### config.mk
export PLATFORM = sky130hd
export DESIGN_NAME = i2c_slave_sram_dma
export DESIGN_NICKNAME = d
export VERILOG_FILES = /design/src/hdl/i2c_dma_pkg.sv /design/src/hdl/pin_sync.sv /design/src/hdl/byte_fifo2.sv /design/src/hdl/i2c_slave_sram_dma.sv
export VERILOG_INCLUDE_DIRS = /design/src /design/src/hdl
export SDC_FILE = /design/constraint.sdc
export NUM_CORES = 1
export LEC_CHECK = 0
export BUFFER_PORTS_ARGS = -buffer_cell sky130_fd_sc_hd__buf_2
export CAP_MARGIN = 20
export CORE_ASPECT_RATIO = 1.25
export CORE_MARGIN = 10
export CORE_UTILIZATION = 58
export DETAILED_ROUTE_END_ITERATION = 16
export PLACE_DENSITY = 0.82
export SETUP_SLACK_MARGIN = 0.05
export SLEW_MARGIN = 20
export SYNTH_ARGS = -nofsm -noshare
export SYNTH_HDL_FRONTEND = slang
export SYNTH_SLANG_ARGS = --single-unit
### constraint.sdc
create_clock -name clk_sys -period 4.12 [get_ports clk_sys]
set_clock_uncertainty 0.15 [all_clocks]
set_input_delay 0.412 -clock clk_sys [delete_from_list [all_inputs] [get_ports clk_sys]]
set_output_delay 0.412 -clock clk_sys [all_outputs]
set_load 0.03 [all_outputs]
### src/hdl/i2c_dma_defines.svh
// constants shared by the i2c sram dma slave
`ifndef I2C_DMA_DEFINES_SVH
`define I2C_DMA_DEFINES_SVH

// own 7-bit slave address; the value is arbitrary
`define OWN_SLAVE_ADDR 7'h2A
`define BYTE_BITS 4'h8
`define BIT_CNT_ZERO 4'h0
`define IDLE_TX_BYTE 8'hFF
`define WIN_BASE_W 3
`define PTR_W 8
`define SRAM_ADDR_W 11
`define FIFO_WIDTH 8
`define FIFO_DEPTH 2
`define PTR_RESET 8'h00

`endif

### src/hdl/i2c_dma_pkg.sv
// types for the i2c sram dma slave
package i2c_dma_pkg;

  typedef enum logic [3:0] {
    S_IDLE,
    S_ADDR,
    S_HOLD,
    S_ADDR_ACK,
    S_WR,
    S_WR_ACK,
    S_TXWAIT,
    S_RD,
    S_RD_ACK
  } slvState_t;

endpackage : i2c_dma_pkg

### src/hdl/pin_sync.sv
// three-stage pin synchroniser with agreement filter
`timescale 1ns/100ps
`default_nettype none
module pin_sync #(
  parameter logic INIT = 1'b1
) (
  input wire logic clk_sys,
  input wire logic rstSync_b,
  input wire logic pinIn,
  output logic level
);

  logic stage1_r;
  logic stage2_r;
  logic stage3_r;
  logic level_r;
  logic level_nxt;

  // a change is taken only once the two settled stages agree
  always_comb begin
    level_nxt = (stage2_r == stage3_r) ? stage3_r : level_r;
  end

  always_ff @(posedge clk_sys or negedge rstSync_b) begin
    if (!rstSync_b) begin
      stage1_r <= INIT;
      stage2_r <= INIT;
      stage3_r <= INIT;
      level_r <= INIT;
    end else begin
      stage1_r <= pinIn;
      stage2_r <= stage1_r;
      stage3_r <= stage2_r;
      level_r <= level_nxt;
    end
  end

  assign level = level_r;

endmodule : pin_sync
`default_nettype wire

### src/hdl/byte_fifo2.sv
// small transmit buffer with valid/ready on both sides
`timescale 1ns/100ps
`default_nettype none
`include "i2c_dma_defines.svh"
module byte_fifo2 #(
  parameter int WIDTH = `FIFO_WIDTH,
  parameter int DEPTH = `FIFO_DEPTH
) (
  input wire logic clk_sys,
  input wire logic rstSync_b,
  input wire logic flush,
  input wire logic inValid,
  output logic inReady,
  input wire logic [WIDTH-1:0] inData,
  output logic outValid,
  input wire logic outReady,
  output logic [WIDTH-1:0] outData
);

  localparam int IW = (DEPTH > 1) ? $clog2(DEPTH) : 1;

  logic [WIDTH-1:0] mem_r [DEPTH];
  logic [WIDTH-1:0] mem_nxt [DEPTH];
  logic [IW-1:0] wrIdx_r;
  logic [IW-1:0] wrIdx_nxt;
  logic [IW-1:0] rdIdx_r;
  logic [IW-1:0] rdIdx_nxt;
  logic [IW:0] count_r;
  logic [IW:0] count_nxt;
  logic push;
  logic pop;

  function automatic logic [IW-1:0] nextIdx(input logic [IW-1:0] idx);
    nextIdx = (idx == IW'(DEPTH - 1)) ? '0 : idx + IW'(1);
  endfunction : nextIdx

  always_comb begin
    inReady = (count_r != (IW+1)'(DEPTH));
    outValid = (count_r != '0);
    outData = mem_r[rdIdx_r];
    push = inValid && inReady;
    pop = outValid && outReady;
    mem_nxt = mem_r;
    wrIdx_nxt = wrIdx_r;
    rdIdx_nxt = rdIdx_r;
    count_nxt = count_r + (IW+1)'(push) - (IW+1)'(pop);
    if (push) begin
      mem_nxt[wrIdx_r] = inData;
      wrIdx_nxt = nextIdx(wrIdx_r);
    end
    if (pop) begin
      rdIdx_nxt = nextIdx(rdIdx_r);
    end
    // flush drops residual words left from an earlier read
    if (flush) begin
      wrIdx_nxt = '0;
      rdIdx_nxt = '0;
      count_nxt = '0;
    end
  end

  always_ff @(posedge clk_sys or negedge rstSync_b) begin
    if (!rstSync_b) begin
      for (int i = 0; i < DEPTH; i++) begin
        mem_r[i] <= '0;
      end
      wrIdx_r <= '0;
      rdIdx_r <= '0;
      count_r <= '0;
    end else begin
      mem_r <= mem_nxt;
      wrIdx_r <= wrIdx_nxt;
      rdIdx_r <= rdIdx_nxt;
      count_r <= count_nxt;
    end
  end

endmodule : byte_fifo2
`default_nettype wire

### src/hdl/i2c_slave_sram_dma.sv
// i2c slave with ack polling, stretching and byte dma into sram
`timescale 1ns/100ps
`default_nettype none
`include "i2c_dma_defines.svh"
module i2c_slave_sram_dma
  import i2c_dma_pkg::*;
(
  input wire logic clk_sys,
  input wire logic rst_b,
  input wire logic sclIn,
  output logic sclOut,
  output logic sclOeB,
  input wire logic sdaIn,
  output logic sdaOut,
  output logic sdaOeB,
  input wire logic dmaEn,
  input wire logic [`WIN_BASE_W-1:0] winBase,
  input wire logic eepromMode,
  input wire logic stretchDis,
  input wire logic devBusy,
  input wire logic coreStopped,
  input wire logic fifoFlush,
  output logic [`SRAM_ADDR_W-1:0] sramAddr,
  output logic [7:0] sramWdata,
  output logic sramWe,
  output logic sramRe,
  input wire logic [7:0] sramRdata,
  output logic wakeReq,
  output logic [`PTR_W-1:0] ptrValue
);

  // ********************************************************************
  // reset release and pin conditioning
  // ********************************************************************
  logic rstMeta_r;
  logic rstSync_r;

  always_ff @(posedge clk_sys or negedge rst_b) begin
    if (!rst_b) begin
      rstMeta_r <= 1'b0;
      rstSync_r <= 1'b0;
    end else begin
      rstMeta_r <= 1'b1;
      rstSync_r <= rstMeta_r;
    end
  end

  logic sclLvl;
  logic sdaLvl;

  pin_sync u_sclSync (
    .clk_sys(clk_sys),
    .rstSync_b(rstSync_r),
    .pinIn(sclIn),
    .level(sclLvl)
  );

  pin_sync u_sdaSync (
    .clk_sys(clk_sys),
    .rstSync_b(rstSync_r),
    .pinIn(sdaIn),
    .level(sdaLvl)
  );

  // ********************************************************************
  // transmit fifo
  // ********************************************************************
  logic fifoInReady;
  logic fifoOutValid;
  logic fifoPop;
  logic [7:0] fifoData;

  byte_fifo2 u_txFifo (
    .clk_sys(clk_sys),
    .rstSync_b(rstSync_r),
    .flush(fifoFlush),
    .inValid(sramRe),
    .inReady(fifoInReady),
    .inData(sramRdata),
    .outValid(fifoOutValid),
    .outReady(fifoPop),
    .outData(fifoData)
  );

  // ********************************************************************
  // protocol and dma state
  // ********************************************************************
  slvState_t st_r, st_nxt;
  logic [3:0] bitCnt_r, bitCnt_nxt;
  logic [7:0] rxShift_r, rxShift_nxt;
  logic [7:0] txShift_r, txShift_nxt;
  logic rw_r, rw_nxt;
  logic ackSeen_r, ackSeen_nxt;
  logic initPend_r, initPend_nxt;
  logic ptrLoad_r, ptrLoad_nxt;
  logic [`PTR_W-1:0] ptr_r, ptr_nxt;
  logic raArmed_r, raArmed_nxt;
  logic eePend_r, eePend_nxt;
  logic [`SRAM_ADDR_W-1:0] sramAddr_r, sramAddr_nxt;
  logic [7:0] sramWdata_r, sramWdata_nxt;
  logic sramWe_r, sramWe_nxt;
  logic sramRe_r, sramRe_nxt;
  logic sdaOeB_r, sdaOeB_nxt;
  logic sclOeB_r, sclOeB_nxt;
  logic wakeReq_r, wakeReq_nxt;
  logic sclPrev_r;
  logic sdaPrev_r;
  logic lowDrive_r;
  logic sclRise;
  logic sclFall;
  logic startCond;
  logic stopCond;
  logic ready;
  logic addrMatch;
  logic takeAddr;
  logic loadTx;
  logic wrByte;

  function automatic logic [`SRAM_ADDR_W-1:0] winAddr(
    input logic [`WIN_BASE_W-1:0] base,
    input logic [`PTR_W-1:0] ptr
  );
    winAddr = {base, ptr};
  endfunction : winAddr

  always_comb begin
    sclRise = sclLvl && !sclPrev_r;
    sclFall = !sclLvl && sclPrev_r;
    startCond = sclLvl && sclPrev_r && sdaPrev_r && !sdaLvl;
    stopCond = sclLvl && sclPrev_r && !sdaPrev_r && sdaLvl;
    ready = dmaEn && !devBusy;
    addrMatch = (rxShift_r[7:1] == `OWN_SLAVE_ADDR);
    takeAddr = ((st_r == S_ADDR) && sclFall && (bitCnt_r == `BYTE_BITS)
                && addrMatch && ready) || ((st_r == S_HOLD) && ready);
    wrByte = (st_r == S_WR) && sclFall && (bitCnt_r == `BYTE_BITS)
             && !devBusy;
    loadTx = 1'b0;
    fifoPop = 1'b0;
    st_nxt = st_r;
    bitCnt_nxt = bitCnt_r;
    rxShift_nxt = rxShift_r;
    txShift_nxt = txShift_r;
    rw_nxt = rw_r;
    ackSeen_nxt = ackSeen_r;
    initPend_nxt = initPend_r;
    ptrLoad_nxt = ptrLoad_r;
    ptr_nxt = ptr_r;
    raArmed_nxt = raArmed_r;
    eePend_nxt = eePend_r;
    sramAddr_nxt = sramAddr_r;
    sramWdata_nxt = sramWdata_r;
    sramWe_nxt = 1'b0;
    sramRe_nxt = 1'b0;
    sdaOeB_nxt = sdaOeB_r;
    sclOeB_nxt = sclOeB_r;
    wakeReq_nxt = 1'b0;
    unique case (st_r)
      S_IDLE: begin
      end
      S_ADDR: begin
        if (sclRise) begin
          rxShift_nxt = {rxShift_r[6:0], sdaLvl};
          bitCnt_nxt = bitCnt_r + 4'h1;
        end else if (sclFall && bitCnt_r == `BYTE_BITS) begin
          if (addrMatch) begin
            wakeReq_nxt = coreStopped;
            if (!ready && stretchDis) begin
              st_nxt = S_IDLE;
            end else if (!ready) begin
              st_nxt = S_HOLD;
              sclOeB_nxt = 1'b0;
            end
          end else begin
            st_nxt = S_IDLE;
          end
        end
      end
      S_HOLD: begin
      end
      S_ADDR_ACK: begin
        if (sclFall) begin
          sdaOeB_nxt = 1'b1;
          bitCnt_nxt = `BIT_CNT_ZERO;
          loadTx = rw_r;
          st_nxt = rw_r ? S_RD : S_WR;
        end
      end
      S_WR: begin
        if (sclRise) begin
          rxShift_nxt = {rxShift_r[6:0], sdaLvl};
          bitCnt_nxt = bitCnt_r + 4'h1;
        end else if (sclFall && bitCnt_r == `BYTE_BITS) begin
          if (devBusy) begin
            // sda stays released, so the master sees a nack
            st_nxt = S_IDLE;
          end else begin
            sdaOeB_nxt = 1'b0;
            st_nxt = S_WR_ACK;
            if (ptrLoad_r) begin
              ptr_nxt = rxShift_r;
              ptrLoad_nxt = 1'b0;
            end else begin
              sramWe_nxt = 1'b1;
              sramWdata_nxt = rxShift_r;
              sramAddr_nxt = winAddr(winBase, ptr_r);
              ptr_nxt = ptr_r + 8'h01;
            end
          end
        end
      end
      S_WR_ACK: begin
        if (sclFall) begin
          sdaOeB_nxt = 1'b1;
          bitCnt_nxt = `BIT_CNT_ZERO;
          st_nxt = S_WR;
        end
      end
      S_TXWAIT: begin
        loadTx = fifoOutValid;
      end
      S_RD: begin
        if (sclRise) begin
          bitCnt_nxt = bitCnt_r + 4'h1;
        end else if (sclFall && bitCnt_r == `BYTE_BITS) begin
          sdaOeB_nxt = 1'b1;
          st_nxt = S_RD_ACK;
        end else if (sclFall) begin
          txShift_nxt = {txShift_r[6:0], 1'b1};
          sdaOeB_nxt = txShift_r[6];
        end
      end
      S_RD_ACK: begin
        if (sclRise) begin
          ackSeen_nxt = !sdaLvl;
          if (eepromMode && !sdaLvl) begin
            eePend_nxt = 1'b1;
          end
        end else if (sclFall) begin
          loadTx = ackSeen_r;
          // a nack ends the read; in eeprom mode no further fetch follows, while read-ahead keeps filling the fifo
          if (!ackSeen_r) begin
            st_nxt = S_IDLE;
          end
        end
      end
      default: begin
        st_nxt = S_IDLE;
      end
    endcase
    if (loadTx) begin
      bitCnt_nxt = `BIT_CNT_ZERO;
      if (fifoOutValid) begin
        fifoPop = 1'b1;
        txShift_nxt = fifoData;
        sdaOeB_nxt = fifoData[7];
        sclOeB_nxt = 1'b1;
        st_nxt = S_RD;
      end else if (!stretchDis) begin
        sclOeB_nxt = 1'b0;
        st_nxt = S_TXWAIT;
      end else begin
        // no data and no stretch: the master reads all ones
        txShift_nxt = `IDLE_TX_BYTE;
        sdaOeB_nxt = 1'b1;
        st_nxt = S_RD;
      end
    end
    if (takeAddr) begin
      sdaOeB_nxt = 1'b0;
      sclOeB_nxt = 1'b1;
      st_nxt = S_ADDR_ACK;
      rw_nxt = rxShift_r[0];
      if (rxShift_r[0] && eepromMode) begin
        eePend_nxt = 1'b1;
      end else if (rxShift_r[0]) begin
        raArmed_nxt = 1'b1;
      end else begin
        raArmed_nxt = 1'b0;
      end
    end
    // one fetch in flight keeps the fifo space check exact
    if (!wrByte && !sramRe_r && fifoInReady
        && ((raArmed_r && !eepromMode) || eePend_r)) begin
      sramRe_nxt = 1'b1;
      sramAddr_nxt = winAddr(winBase, ptr_r);
      ptr_nxt = ptr_r + 8'h01;
      eePend_nxt = 1'b0;
    end
    if (startCond) begin
      st_nxt = S_ADDR;
      bitCnt_nxt = `BIT_CNT_ZERO;
      sdaOeB_nxt = 1'b1;
      sclOeB_nxt = 1'b1;
      ptrLoad_nxt = initPend_r;
      initPend_nxt = 1'b0;
    end
    // fifo is left as is on stop; residual words serve the next read
    if (stopCond) begin
      st_nxt = S_IDLE;
      sdaOeB_nxt = 1'b1;
      sclOeB_nxt = 1'b1;
      initPend_nxt = 1'b1;
      ptrLoad_nxt = 1'b0;
    end
  end

  always_ff @(posedge clk_sys or negedge rstSync_r) begin
    if (!rstSync_r) begin
      st_r <= S_IDLE;
      bitCnt_r <= `BIT_CNT_ZERO;
      rxShift_r <= 8'h00;
      txShift_r <= 8'h00;
      rw_r <= 1'b0;
      ackSeen_r <= 1'b0;
      initPend_r <= 1'b1;
      ptrLoad_r <= 1'b0;
      ptr_r <= `PTR_RESET;
      raArmed_r <= 1'b0;
      eePend_r <= 1'b0;
      sramAddr_r <= 11'h000;
      sramWdata_r <= 8'h00;
      sramWe_r <= 1'b0;
      sramRe_r <= 1'b0;
      sdaOeB_r <= 1'b1;
      sclOeB_r <= 1'b1;
      wakeReq_r <= 1'b0;
      sclPrev_r <= 1'b1;
      sdaPrev_r <= 1'b1;
      lowDrive_r <= 1'b0;
    end else begin
      st_r <= st_nxt;
      bitCnt_r <= bitCnt_nxt;
      rxShift_r <= rxShift_nxt;
      txShift_r <= txShift_nxt;
      rw_r <= rw_nxt;
      ackSeen_r <= ackSeen_nxt;
      initPend_r <= initPend_nxt;
      ptrLoad_r <= ptrLoad_nxt;
      ptr_r <= ptr_nxt;
      raArmed_r <= raArmed_nxt;
      eePend_r <= eePend_nxt;
      sramAddr_r <= sramAddr_nxt;
      sramWdata_r <= sramWdata_nxt;
      sramWe_r <= sramWe_nxt;
      sramRe_r <= sramRe_nxt;
      sdaOeB_r <= sdaOeB_nxt;
      sclOeB_r <= sclOeB_nxt;
      wakeReq_r <= wakeReq_nxt;
      sclPrev_r <= sclLvl;
      sdaPrev_r <= sdaLvl;
      lowDrive_r <= 1'b0;
    end
  end

  assign sclOut = lowDrive_r;
  assign sdaOut = lowDrive_r;
  assign sclOeB = sclOeB_r;
  assign sdaOeB = sdaOeB_r;
  assign sramAddr = sramAddr_r;
  assign sramWdata = sramWdata_r;
  assign sramWe = sramWe_r;
  assign sramRe = sramRe_r;
  assign wakeReq = wakeReq_r;
  assign ptrValue = ptr_r;
endmodule : i2c_slave_sram_dma
`default_nettype wire

# After elaboration in Yosys (flattened, before gate mapping)
# Index checks and enable logic that the tools add are counted.
# Widths: inputs -> output; s select.
classes:
  add_sub_neg: 6
  n_mul: 0
  div: 0
  magnitude_cmp: 3
  n_eq_ne: 33
  shift: 0
  muxes: 117
  bitwise: 6
  n_reduce_logical: 61
op_table:
  columns: ["op", "n"]
  rows:
  - ["$mux 8", 17]
  - ["$mux 4", 22]
  - ["$mux 11", 6]
  - ["$mux 1", 63]
  - ["$ne 6x6->1 const B", 9]
  - ["$pmux 4 s7", 1]
  - ["$logic_and 1x1->1", 27]
  - ["$bwmux 16", 1]
  - ["$eq 4x3->1 const B", 4]
  - ["$reduce_and 13->1", 1]
  - ["$ne 6x5->1 const B", 2]
  - ["$reduce_bool 2->1", 6]
  - ["$reduce_and 5->1", 2]
  - ["$logic_not 1->1", 9]
  - ["$add 8x1->8 const B", 1]
  - ["$demux 8 s1", 1]
  - ["$eq 4x2->1 const B", 2]
  - ["$eq 4x4->1 const B", 2]
  - ["$ne 4x1->1 const B", 2]
  - ["$ne 8x7->1 const B", 1]
  - ["$pmux 4 s2", 1]
  - ["$reduce_and 4->1", 2]
  - ["$eq 7x6->1 const B", 1]
  - ["$ne 2x1->1 const B", 3]
  - ["other kinds (24)", 40]
word_totals:
  reg_bits: 94
  latch_bits: 0
  ram_bits: 0
  mem_bits_ro: 0
  in_bits: 21
  out_inout_bits: 34
  elab_cells: 261
  memories: 0

# Longest topological paths before layout
logic_depth:
  depth_word: 15
  ltp_mapped: 12
  ltp_nobuf: 10

# Hierarchy
# Synthesis repeated with hierarchy kept, for this count alone.
unflattened:
  hier_cells: 388
  hier_area_um2: 4561.9
modules_own_cells:
  columns: ["module", "instances", "cells_each", "area_each_um2", "seq_area_each_um2"]
  rows:
  - ["i2c_slave_sram_dma", 1, 313, 3329.4, 1632.8]
  - ["byte_fifo2", 1, 65, 999.7, 500.5]
  - ["pin_sync", 2, 5, 116.4, 105.1]

# Worst setup path after synthesis
# Ideal clock, no wire load.
synth_path:
  kind: "register to register"
  start: "register st_r[1]"
  end: "register u_txFifo.count_r[1]"
  setup_ps: 119
  arrival_ps: 2238
  required_ps: 3851
  setup_slack_ps: 1613
  path_stages_with_launch: 12
  n_path_buf: 1
  period_less_slack_ps: 2507
  cell_sequence: "dfrtp_1 buf_4 inv_2 or4_1 o31a_1 nor2_4 ha_1 inv_1 ha_1 xor2_1 xnor2_1 nor2_1"
synth_via:
  elab_chain_cells: 6
  word_cells_on_any_way: 8
  cone_classes: "add/sub (1); eq/ne (3); mux (3); reduce/logical (1)"
synth_rtl:
  columns: ["item", "line", "source"]
  rows:
  - ["start, declared", "i2c_slave_sram_dma.sv:88", "slvState_t st_r, st_nxt;"]
  - ["start signal, assigned", "i2c_slave_sram_dma.sv:331", "st_r <= st_nxt;"]
  - ["$eq 4x4->1 (tied with other cells)", "i2c_slave_sram_dma.sv:157", "unique case (st_r)"]
  - ["$pmux 1 s3 *", "i2c_slave_sram_dma.sv:157", null]
  - ["$mux 1 *", "i2c_slave_sram_dma.sv:250", "if (loadTx) begin"]
  - ["$logic_and 1x1->1 *", "byte_fifo2.sv:42", "pop = outValid && outReady;"]
  - ["$sub 2x1->2 *", "byte_fifo2.sv:46", "count_nxt = count_r + (IW+1)'(push) - (IW+1)'(pop);"]
  - ["$mux 2 *", "byte_fifo2.sv:55", "if (flush) begin"]
  - ["via u_txFifo.count_nxt[1]", "byte_fifo2.sv:29", "logic [IW:0] count_nxt;"]
  - ["end signal, assigned", "byte_fifo2.sv:74", "count_r <= count_nxt;"]
  - ["end, declared", "byte_fifo2.sv:28", "logic [IW:0] count_r;"]
# The timed path passes the listed nets; every way through them passes the cells marked *.
# A chain may end at the register's enable or synchronous reset.

# Worst setup path in the final report
layout_path:
  start: "register st_r[2]"
  end: "register u_txFifo.count_r[1]"
# The elaborated chain is that of the path after synthesis.

==> flow_summary_export.csv <==
group,metric,value,unit
power,design_power_total,2950,µW
placement,io_buffers,52,
synth,async_flop_share,100,%
synth,yosysWarningCount,0,
min_path,hold_path_depth,2,
min_path,hp-class,"in -> reg",
synth,synth-main-ff-cell,"dfrtp_1",
route,vias,2947,
placement,dp_slack,1.26,ns
clocking,cts-htree-levels,3,
sta,final.period_utilization,69.5,%
global_routing,grt_max_degree,57,
worst_setup_path,path_depth,10,
worst_setup_path,critPathCaptureType,"flip-flop",
clocking,clock_path_buffers,2,
clocking,clkSlewWorstSetupHoldPaths,0.09,ns
power,p_leak,0.00225,µW
sta,fin_crit,2.87,ns
worst_setup_path,startpoint_type,"flip-flop",
worst_setup_path,r2r_cells,10,
sta,rsz0062_at_grt,"false",
layout,syn2layout_area_growth,12.9,%
die,fp-row-count,35,
sta,setup_slack,1.25,ns
synth,synth.cell_area,4330,µm²
layout,final_nets,445,
sta,drv_slew,0,
die,core_area,7310,µm²
worst_setup_path,crit_path_max_incr_delay,0.65,ns
placement,place.gp.congestion,0.899,
global_routing,overflow,0,
route,routed_wl,8920,µm
die,pin_count,55,
outcome,outcome,"finished, final reports clean",
clocking,cts_buffers,9,
layout,num_antenna_cells,0,
synth,ys_seq_area_share,54.1,%
global_routing,grt_usage,16.3,%
clocking,clock-sinks,93,
power,vdd_ir_drop_max,369,µV
synth,syn_avg_cell_area,11.9,µm²
worst_setup_path,cp_slowest_cell,"dfrtp_1",
worst_setup_path,reg2reg_from,"st_r[2]$_DFFE_PN0P_",
run,cap_violations,0,
layout,fin_area,4890,µm²
sta,setup_violations,0,
die,die_w,97.3,µm
worst_setup_path,r2r_slack,1.25,ns
synth,ys_top_cells_by_count,"dfrtp_1 (80), mux2_2 (30), a21oi_1 (24), nor2_1 (24), nand2_1 (19)",
sta,relSlewSlack,28.6,%
worst_setup_path,crit_buf_inv,1,
worst_setup_path,critical-path-top-delay-family,"simple AND/OR/NAND/NOR gates",
synth,yosys.cell_count.top_type,"dfrtp_1",
worst_setup_path,crit_fanout,15,
route,drtAntennaViolNets,0,
synth,synthCells,364,
power,powerDensity,602,nW/µm²
global_routing,antenna_found_initial,0,
sta,finalHoldViolCount,0,
die,chipHeight,117,µm
synth,yosysTopAreaCell,"dfrtp_1",
global_routing,grt_pass1_vias,3057,
synth,synth_top_area_share,46.2,%
placement,dp_cells,497,
min_path,worstHoldStart,"fifoFlush",
synth,ys_types,65,
route,routed_via_density,5.71,
sta,worstMarginPinSlew,1.06,ns
synth,synth_area_leaders,"dfrtp_1 (46%), dfstp_2 (7.9%), mux2_2 (7.8%), mux2i_1 (3.7%), mux2_4 (3.1%)",
min_path,min_to,"u_txFifo.count_r[1]$_DFF_PN0_",
worst_setup_path,crit_path_cell_trace,"nand2b_1, or4_1, o31a_1, nor2_4, ha_1, inv_1, ha_1, xor2_1, xnor2_1, nor2_1",
clocking,insertion_delay,0.37,ns
route,drtPass1Iterations,5,
route,drc_errors,0,
die,dieArea,11300,µm²
worst_setup_path,criticalPathCategory,"reg -> reg",
placement,hpwl,6660,µm
clocking,root_buffer,"clkbuf_8",
placement,postPlaceCellArea,4650,µm²
worst_setup_path,timing.rr.end,"u_txFifo.count_r[1]$_DFF_PN0_",
layout,layout-drive-gt1-share,32.1,%
worst_setup_path,crit_top_cell,"ha_1",
clocking,cts_tree,"yes",
synth,synth_edf_count,0,
layout,finalNonFillerCells,516,
sta,max_freq,0.349,GHz
route,wl_per_cell,17.3,µm
sta,setup-tns-final,0,ns
global_routing,grt_pass1_wl,15200,µm
worst_setup_path,cp_data_required_time,4.23,ns
route,first_iter_violations,192,
die,start_util,59.2,%
synth,ys_seq_elements,93,
worst_setup_path,worst-endpoint-arrival,2.98,ns
cells in the final DEF (no fill, tap or decap), types with 8 or more instances in the layout:
master     n
mux2_2    30
mux2i_1   16
nor2_1    24
nand2_1   19
mux2_4     9
inv_1     14
a21oi_1   24
dfrtp_1   79
buf_2     52
dfstp_2   13
clkbuf_8   9
o21ai_0   14
nand3_1    8
area by class of cell:
type                    count  area (µm²)
fillers                   567        2420
flip-flops and latches     93        2350
multi-input cells         243        1850
repair buffers             57         305
clock buffers               9         124
well taps                  92         115
clock inverters             7        91.3
inverters                  15        56.3
routing by layer:
| metal | up-vias | global-route usage, % | wire, µm |
|---|---|---|---|
| li1 | 1416 | - | - |
| met1 | 1454 | 19.9 | 3890 |
| met2 | 69 | 28.2 | 4500 |
| met3 | 8 | 4.44 | 448 |
| met4 | 0 | 3.88 | 82 |
| met5 | - | 0 | 0 |
power breakdown:
group | switching [µW] | internal, µW | leakage (µW) | total (µW)
clock network | 348 | 295 | 0.000105 | 643
registers | 234 | 1150 | 0.00113 | 1390
logic | 518 | 395 | 0.00102 | 914
through the flow:
step / utilization (%) / hold WS [ns]
after floorplan: - / -0.0336
after global placement: 63.5 / 0.0480
after detailed placement: 63.5 / 0.0502
after CTS: 66.9 / 0.0881
after global routing: 66.9 / 0.0959
final: 66.9 / 0.0962
worst max path at each step:
stage | from | endpoint | slack (ns)
after floorplan | rstSync_r$_DFF_PN0_ | ackSeen_r$_DFFE_PN0P_ | 1.21
after global placement | st_r[3]$_DFFE_PN0P_ | u_txFifo.count_r[1]$_DFF_PN0_ | 1.37
after detailed placement | st_r[2]$_DFFE_PN0P_ | u_txFifo.count_r[1]$_DFF_PN0_ | 1.26
after CTS | st_r[3]$_DFFE_PN0P_ | u_txFifo.count_r[1]$_DFF_PN0_ | 1.25
after global routing | st_r[2]$_DFFE_PN0P_ | u_txFifo.count_r[1]$_DFF_PN0_ | 1.0
final | st_r[2]$_DFFE_PN0P_ | u_txFifo.count_r[1]$_DFF_PN0_ | 1.25
worst reg2reg max path: cells and delay by family, from the launching register on:
family	cells	cell delay, ns
compound gates	1	0.21
xor+xnor	2	0.33
fa+ha+maj	2	0.43
buf+inv	1	0.05
flops	1	0.65
simple gates	4	0.95
logic make-up (layout without fill, tap and decap cells):
group / after synthesis / count (layout) / synth area share [%]
AND/OR/NAND/NOR: 97 / 97 / 13.1
adder cells (fa/ha/maj): 7 / 7 / 1.91
buffers and inverters: 29 / 88 / 3.21
AO/OA/AOI/OAI: 69 / 69 / 10.2
XOR/XNOR: 8 / 8 / 1.62
other: 2 / 3 / 0.173
multiplexers: 59 / 59 / 15.7
flip-flops: 93 / 93 / 54.1
flip-flops by register name, summed over array words and instances, names as in the netlist, 2 cells and up:
name	flops
u_txFifo.mem_r	16
sramAddr	11
ptrValue	8
rxShift_r	8
sramWdata	8
txShift_r	7
bitCnt_r	4
st_r	4
u_txFifo.count_r	2
what timing repair did:
| action | 4_1_cts | 5_1_grt |
|---|---|---|
| resized for setup | 0 | 0 |
| hold buffers | 3 | 0 |
| setup buffers | 0 | 0 |
| hold endpoints to repair | 4 | 0 |
Power figures use the tool's default switching activity.
